==> config.mk <==
export PLATFORM = sky130hd
export DESIGN_NAME = spf_pin_select
export DESIGN_NICKNAME = d
export VERILOG_FILES = /design/src/common/spf_pkg.sv /design/src/core/spf_pin_select.sv
export VERILOG_INCLUDE_DIRS = /design/src /design/src/common
export SDC_FILE = /design/constraint.sdc
export NUM_CORES = 1
export LEC_CHECK = 0
export ABC_AREA = 1
export BUFFER_PORTS_ARGS = -buffer_cell sky130_fd_sc_hd__clkbuf_2
export CAP_MARGIN = 0
export CORE_ASPECT_RATIO = 1.4
export CORE_MARGIN = 2
export CORE_UTILIZATION = 23
export DETAILED_ROUTE_END_ITERATION = 8
export PLACE_DENSITY_LB_ADDON = 0.1
export SLEW_MARGIN = 20
export SYNTH_ARGS = -nofsm -noshare
export SYNTH_HDL_FRONTEND = slang
export SYNTH_SLANG_ARGS = --single-unit
==> constraint.sdc <==
create_clock -name clk_sys_i -period 1 [get_ports clk_sys_i]
set_input_delay 0.1 -clock clk_sys_i [delete_from_list [all_inputs] [get_ports clk_sys_i]]
set_output_delay 0.1 -clock clk_sys_i [all_outputs]
set_load 0.1 [all_outputs]
==> src/common/spf_params.svh <==
// Constants for the strap and pin function select block.
// Assumes a single 100 MHz core clock and a plain register port.
//
// Overview of operation
// RULE1 - Clock-run strap 0 disables clock-run support, 1 enables it.
// RULE2 - Arbiter strap 0 selects internal arbiter, 1 defers to external arbiter.
// RULE3 - General pin n direction comes from control register bit n.
// RULE4 - Pin 0 becomes the clock-run input while clock-run mode is on.
// RULE5 - Pin 1 becomes power-override output when field 22:20 is 001b or 011b.
// RULE6 - Board holds pin 2 high at reset release for compatibility mode.
// RULE7 - Pull-up on serial data pin makes pins 4 and 5 the serial bus.
// RULE8 - Pull-down on serial data pin keeps pins 4 and 5 general purpose.
// RULE9 - Straps and pull detection are sampled once at reset release and held.
`ifndef SPF_PARAMS_SVH
`define SPF_PARAMS_SVH

// ----------------------------------------------------------------
// Register offsets
// ----------------------------------------------------------------
`define SPF_ADDR_GP_CTRL 8'h00
`define SPF_ADDR_GP_OUT 8'h04
`define SPF_ADDR_GEN_CTRL 8'h08
`define SPF_ADDR_STATUS 8'h0C
`define SPF_ADDR_GP_IN 8'h10

// ----------------------------------------------------------------
// Fields and reset values
// ----------------------------------------------------------------
`define SPF_NUM_PINS 6
`define SPF_OVRD_LSB 20
`define SPF_OVRD_MSB 22
`define SPF_OVRD_MODE_A 3'h1
`define SPF_OVRD_MODE_B 3'h3
`define SPF_GP_CTRL_RST 6'h00
`define SPF_GP_OUT_RST 6'h00
`define SPF_GEN_CTRL_RST 32'h00000000

`endif

==> src/common/spf_pkg.sv <==
// Types for the strap and pin function select block.
// Assumes nothing beyond the constants header.
package spf_pkg;
  typedef enum logic [1:0] {
    SPF_IN_RESET,
    SPF_SAMPLE,
    SPF_RUN
  } spf_state_t;
endpackage

==> src/core/spf_pin_select.sv <==
// Function select for the six multi-purpose pins and two straps.
// Assumes synchronous pin inputs and a master that never waits.
//
// Our own choices: the register addresses and strobed register access.
`timescale 1ns/10ps
`include "spf_params.svh"

module spf_pin_select (
  // Clock and reset
  input wire logic clk_sys_i,
  input wire logic resetn_i,
  // Register port
  input wire logic [7:0] reg_addr_i,
  input wire logic [31:0] reg_wdata_i,
  input wire logic reg_wr_i,
  input wire logic reg_rd_i,
  output logic [31:0] reg_rdata_o,
  // Straps
  input wire logic clock_run_strap_i,
  input wire logic outside_arbiter_strap_i,
  // General pins, output enable low while driving
  input wire logic [5:0] general_pin_i,
  output logic [5:0] general_pin_o,
  output logic [5:0] general_pin_oe_n_o,
  // Selected functions
  output logic clock_run_enable_o,
  output logic outside_arbiter_o,
  output logic clock_run_pin_o,
  input wire logic power_override_out_i,
  output logic compat_mode_o,
  output logic serial_bus_enable_o,
  input wire logic serial_clock_drive_low_i,
  input wire logic serial_data_drive_low_i,
  output logic serial_clock_in_o,
  output logic serial_data_in_o
);

  // ----------------------------------------------------------------
  // Strap capture
  // ----------------------------------------------------------------
  spf_pkg::spf_state_t state;
  spf_pkg::spf_state_t next_state;
  logic clock_run_enable;
  logic next_clock_run_enable;
  logic outside_arbiter;
  logic next_outside_arbiter;
  logic compat_mode;
  logic next_compat_mode;
  logic serial_bus_enable;
  logic next_serial_bus_enable;

  always_comb
  begin
    next_state = state;
    next_clock_run_enable = clock_run_enable;
    next_outside_arbiter = outside_arbiter;
    next_compat_mode = compat_mode;
    next_serial_bus_enable = serial_bus_enable;
    unique case (state)
      spf_pkg::SPF_IN_RESET:
      begin
        next_state = spf_pkg::SPF_SAMPLE;
      end
      spf_pkg::SPF_SAMPLE:
      begin
        // All pins are released here, so the board pulls are seen
        next_clock_run_enable = clock_run_strap_i; // see RULE1, see RULE9
        next_outside_arbiter = outside_arbiter_strap_i; // see RULE2, see RULE9
        next_compat_mode = general_pin_i[2]; // see RULE6
        next_serial_bus_enable = general_pin_i[5]; // see RULE7, see RULE8, see RULE9
        next_state = spf_pkg::SPF_RUN;
      end
      spf_pkg::SPF_RUN:
      begin
        next_state = spf_pkg::SPF_RUN;
      end
    endcase
  end

  always_ff @(posedge clk_sys_i or negedge resetn_i)
  begin
    if (!resetn_i)
    begin
      state <= spf_pkg::SPF_IN_RESET;
      clock_run_enable <= 1'b0;
      outside_arbiter <= 1'b0;
      compat_mode <= 1'b0;
      serial_bus_enable <= 1'b0;
    end
    else
    begin
      state <= next_state;
      clock_run_enable <= next_clock_run_enable;
      outside_arbiter <= next_outside_arbiter;
      compat_mode <= next_compat_mode;
      serial_bus_enable <= next_serial_bus_enable;
    end
  end

  // ----------------------------------------------------------------
  // Registers
  // ----------------------------------------------------------------
  logic [5:0] gp_ctrl;
  logic [5:0] next_gp_ctrl;
  logic [5:0] gp_out;
  logic [5:0] next_gp_out;
  logic [31:0] gen_ctrl;
  logic [31:0] next_gen_ctrl;
  logic power_override_sel;

  always_comb
  begin
    next_gp_ctrl = gp_ctrl;
    next_gp_out = gp_out;
    next_gen_ctrl = gen_ctrl;
    if (reg_wr_i)
    begin
      if (reg_addr_i == `SPF_ADDR_GP_CTRL)
      begin
        next_gp_ctrl = reg_wdata_i[5:0]; // see RULE3
      end
      if (reg_addr_i == `SPF_ADDR_GP_OUT)
      begin
        next_gp_out = reg_wdata_i[5:0];
      end
      if (reg_addr_i == `SPF_ADDR_GEN_CTRL)
      begin
        next_gen_ctrl = reg_wdata_i; // see RULE5
      end
    end
  end

  always_ff @(posedge clk_sys_i or negedge resetn_i)
  begin
    if (!resetn_i)
    begin
      gp_ctrl <= `SPF_GP_CTRL_RST;
      gp_out <= `SPF_GP_OUT_RST;
      gen_ctrl <= `SPF_GEN_CTRL_RST;
    end
    else
    begin
      gp_ctrl <= next_gp_ctrl;
      gp_out <= next_gp_out;
      gen_ctrl <= next_gen_ctrl;
    end
  end

  // ----------------------------------------------------------------
  // Read data
  // ----------------------------------------------------------------
  logic [31:0] rdata;
  logic [31:0] next_rdata;
  logic [31:0] status_word;
  logic [5:0] gp_in;

  // Captured selections, read back by software
  assign status_word = {28'h0000000, serial_bus_enable, compat_mode,
    outside_arbiter, clock_run_enable};

  always_comb
  begin
    next_rdata = 32'h00000000;
    if (reg_rd_i)
    begin
      unique case (reg_addr_i)
        `SPF_ADDR_GP_CTRL:
        begin
          next_rdata = {26'h0000000, gp_ctrl};
        end
        `SPF_ADDR_GP_OUT:
        begin
          next_rdata = {26'h0000000, gp_out};
        end
        `SPF_ADDR_GEN_CTRL:
        begin
          next_rdata = gen_ctrl;
        end
        `SPF_ADDR_STATUS:
        begin
          next_rdata = status_word; // see RULE9
        end
        `SPF_ADDR_GP_IN:
        begin
          next_rdata = {26'h0000000, gp_in};
        end
        default:
        begin
          next_rdata = 32'h00000000;
        end
      endcase
    end
  end

  always_ff @(posedge clk_sys_i or negedge resetn_i)
  begin
    if (!resetn_i)
    begin
      rdata <= 32'h00000000;
    end
    else
    begin
      rdata <= next_rdata;
    end
  end

  // Read data stand for one cycle only, zero otherwise
  assign reg_rdata_o = rdata;

  // ----------------------------------------------------------------
  // Pin function multiplexing
  // ----------------------------------------------------------------
  // Pin 1 hand-over to the power-override output
  assign power_override_sel =
    (gen_ctrl[`SPF_OVRD_MSB:`SPF_OVRD_LSB] == `SPF_OVRD_MODE_A) ||
    (gen_ctrl[`SPF_OVRD_MSB:`SPF_OVRD_LSB] == `SPF_OVRD_MODE_B); // see RULE5

  genvar n;
  generate
    for (n = 0; n < `SPF_NUM_PINS; n = n + 1)
    begin : g_pin
      logic special;
      logic drive_val;
      logic drive_en;
      logic pin_out;
      logic pin_oe_n;
      logic pin_in;
      if (n == 0)
      begin : g_p0
        // Clock-run input, never driven
        assign special = clock_run_enable; // see RULE4
        assign drive_val = 1'b0;
        assign drive_en = 1'b0;
      end
      else if (n == 1)
      begin : g_p1
        // Power-override output, always driven
        assign special = power_override_sel; // see RULE5
        assign drive_val = power_override_out_i;
        assign drive_en = 1'b1;
      end
      else if (n == 4)
      begin : g_p4
        // Serial clock, pulled low or released
        assign special = serial_bus_enable; // see RULE7, see RULE8
        assign drive_val = 1'b0;
        assign drive_en = serial_clock_drive_low_i;
      end
      else if (n == 5)
      begin : g_p5
        // Serial data, pulled low or released
        assign special = serial_bus_enable; // see RULE7, see RULE8
        assign drive_val = 1'b0;
        assign drive_en = serial_data_drive_low_i;
      end
      else
      begin : g_plain
        assign special = 1'b0;
        assign drive_val = 1'b0;
        assign drive_en = 1'b0;
      end
      // Pins stay released until the straps have been captured
      always_comb
      begin
        pin_out = gp_out[n];
        pin_oe_n = 1'b1;
        pin_in = general_pin_i[n];
        if (special)
        begin
          pin_out = drive_val;
          pin_in = 1'b0;
        end
        if (state == spf_pkg::SPF_RUN)
        begin
          if (special)
          begin
            pin_oe_n = ~drive_en;
          end
          else
          begin
            pin_oe_n = ~gp_ctrl[n]; // see RULE3
          end
        end
      end
      assign general_pin_o[n] = pin_out;
      assign general_pin_oe_n_o[n] = pin_oe_n;
      assign gp_in[n] = pin_in;
    end
  endgenerate

  // ----------------------------------------------------------------
  // Function outputs
  // ----------------------------------------------------------------
  // Captured selections
  assign clock_run_enable_o = clock_run_enable;
  assign outside_arbiter_o = outside_arbiter;
  assign compat_mode_o = compat_mode;
  assign serial_bus_enable_o = serial_bus_enable;

  // Inputs passed on to the selected functions
  assign clock_run_pin_o = clock_run_enable ? general_pin_i[0] : 1'b1; // see RULE4
  assign serial_clock_in_o = serial_bus_enable ? general_pin_i[4] : 1'b1;
  assign serial_data_in_o = serial_bus_enable ? general_pin_i[5] : 1'b1;

endmodule

==> impl_metrics.py <==
metrics = {
    "placement": {
        "place_congestion": 0.813,
        "detailedPlace.worstSlack_ps": -212,
        "port_buffers": 105,
        "place_area_mm2": 0.00535,
        "place_hpwl_mm": 7.08,
        "placed_cells": 676,
    },
    "pwr": {
        "irDropWorstVdd_mv": 0.692,
        "pwr-share-comb_pct": 15.8,
        "switching_power_w": 0.00217,
        "power.density_mw_per_mm2": 1320,
        "p_leak_nw": 3.00,
        "p_sw_share_pct": 26.7,
        "internal_power_w": 0.00596,
        "p_clk_share_pct": 40.5,
        "power_frac_seq_pct": 43.6,
    },
    "sta": {
        "drv_slew": 0,
        "clock.fmax_mhz": 679,
        "relSlewSlack_pct": 84.5,
        "worst_slack_ps": -473,
        "hold_viol_final": 0,
        "timing.hold.ws_ps": 23.4,
        "rsz0062_at_grt": "true",
        "setup_viol": 45,
        "finClkSkew_ps": 3.86,
        "min_period_ps": 1470,
        "finalCritPeriodShare_pct": 147,
        "tightest_slew_ps": 232,
    },
    "global_route": {
        "grt_pass1_wl_mm": 15.1,
        "grt.overflow.total": 0,
        "grt_pass1_vias": 3007,
        "antenna_found_initial": 0,
        "grt_usage_pct": 12.2,
        "grt_max_degree": 41,
    },
    "final_layout": {
        "final_cells": 732,
        "drive_above_1_share_pct": 44.6,
        "final_cell_mix": "dfrtp_1, nand2_1, buf_12, clkbuf_2, nor2_1",
        "syn2layout_area_growth_pct": 79.2,
        "fin_nets": 595,
        "diodes": 0,
        "layout_commonest_cell": "dfrtp_1",
        "fin_util_pct": 42.4,
        "final_cell_area_mm2": 0.00617,
    },
    "floorplanning": {
        "floorplan.core_area_mm2": 0.0146,
        "design.die.area_mm2": 0.0160,
        "die_y_um": 149,
        "pin_count": 106,
        "rows": 52,
        "initial_core_util_pct": 23.6,
        "die_x_um": 107,
    },
    "critical_path": {
        "slowest_stage": "dfrtp_1",
        "cp.arrival_ps": 1370,
        "crit_required_ps": 900,
        "critPathTopFamily": "flip-flops",
        "startpoint_type": "flip-flop",
        "critPathKind": "flip-flop to output pin",
        "cp_num_buf_inv": 2,
        "cp_num_cells": 5,
        "crit_path_max_incr_delay_ps": 390,
        "ff2ff_path_depth": 7,
        "path_cells": "inv_2 -> ha_4 -> o21a_1 -> o21ai_2 -> buf_12",
        "end_kind": "output pin",
        "path_max_fanout": 5,
    },
    "clock_network": {
        "clock_tree.buffer_depth": 2,
        "cts_made_buffers": 9,
        "htree_levels": 3,
        "worstSkewPairLatency_ps": 330,
        "path_clk_slew_ps": 60,
        "cts_sinks": 82,
        "cts_root_buffer": "clkbuf_16",
        "cts_tree": "yes",
    },
    "synthesis": {
        "synth_fp_nets": 427,
        "synth_area_mm2": 0.00344,
        "synth-seq-area-share_pct": 59.6,
        "avgSynthCellArea_um2": 9.31,
        "netlist_instances": 370,
        "ys_seq_elements": 82,
        "ys.warnings.count": 0,
        "yosysUniqueCellTypes": 25,
    },
    "worst_hold_path": {
        "hold_class": "input pin to flip-flop",
        "hold_depth": 2,
    },
    "detailed_routing": {
        "viasPerCell": 3.99,
        "vias": 2922,
        "wl_per_cell_um": 12.8,
        "drc": 0,
        "drtIter0Drc": 61,
        "postRouteAntennaNets": 0,
        "dr.pass1.iters": 4,
        "wirelength_mm": 9.38,
    },
    "outcome": {
        "status": "finished with violations",
        "violations": "negative setup slack",
    },
    "flow_run": {
        "timing.max_cap.violations": 0,
    },
}
[cells by family after synthesis]
| group | count (synthesis) | synth area share, % |
|---|---|---|
| AND/OR/NAND/NOR | 151 | 18.8 |
| flip-flops | 82 | 59.6 |
| buffers and inverters | 76 | 10.8 |
| AO/OA/AOI/OAI | 56 | 9.15 |
| multiplexers | 3 | 0.981 |
| adder cells (fa/ha/maj) | 2 | 0.726 |
[per-stage QoR]
stage	setup TNS, ps	total power [W]
6_report	-6990	0.00813
5_1_grt	-9250	0.00852
4_1_cts	-7780	0.00827
3_5_place_dp	-13000	0.00473
3_3_place_gp	-13530	0.00472
2_1_floorplan	-2210	0.00426
[registers in the layout, indices dropped and copies added (netlist names)]
register	count
clock_run_enable_o	1
compat_mode_o	1
gen_ctrl	32
gp_ctrl	6
gp_out	6
outside_arbiter_o	1
reg_rdata_o	32
serial_bus_enable_o	1
state	2
[power by group through the flow]
stage	clock network, W	logic (W)	registers [W]
floorplan	0	0.000604	0.00366
global placement	0	0.00112	0.00360
detailed placement	0	0.00113	0.00360
CTS	0.00343	0.00130	0.00355
global route	0.00357	0.00139	0.00356
finish	0.00330	0.00129	0.00355
[synthesized netlist by cell type, drive strengths merged]
cell type	instances	share of area, %
mux2	3	0.98
o21ai	43	6.9
nor2	51	6.1
nand3	20	2.9
nand2	73	8.5
ha	2	0.73
buf	25	5.2
and2	2	0.36
nand4	2	0.36
and3	1	0.18
dfrtp	82	60
inv	51	5.6
a21oi	11	1.8
or2	2	0.36
o21a	2	0.44
[final timing paths]
path / from / endpoint / slack [ps]
worst max-delay path: state[0] / general_pin_oe_n_o[4] / -470
worst min-delay path: general_pin_i[2] / compat_mode_o / 20
worst max register to register: serial_bus_enable_o / reg_rdata_o[4] / -160
worst min register to register: gen_ctrl[24] / reg_rdata_o[24] / 480
max in group asynchronous: resetn_i / serial_bus_enable_o / 430
min in group asynchronous: resetn_i / reg_rdata_o[14] / 120
[per-layer routing]
| layer | track usage (%) | part of all wire (%) | up-vias |
|---|---|---|---|
| met5 | 0 | 0 | - |
| met4 | 5.13 | 2.2 | 0 |
| met2 | 20.6 | 51 | 76 |
| li1 | - | - | 1469 |
| met1 | 14.6 | 41 | 1365 |
| met3 | 3.49 | 5.5 | 12 |
[area by class of cell]
class | count | area (um^2)
clock buffer | 10 | 229
clock inverter | 6 | 66.3
fill | 1435 | 8400
inverter | 51 | 236
multi-input combinational | 212 | 1250
sequential | 82 | 2070
tap | 189 | 236
timing repair buffer | 182 | 2090
[repair_timing]
item,CTS,global route
pin swaps,17,8
gates resized for setup,34,9
hold endpoints to repair,110,0
buffers inserted,9,2
endpoints found under the setup margin,58,61
hold buffers,29,0
No activity file was read; power rests on OpenSTA's default activity.
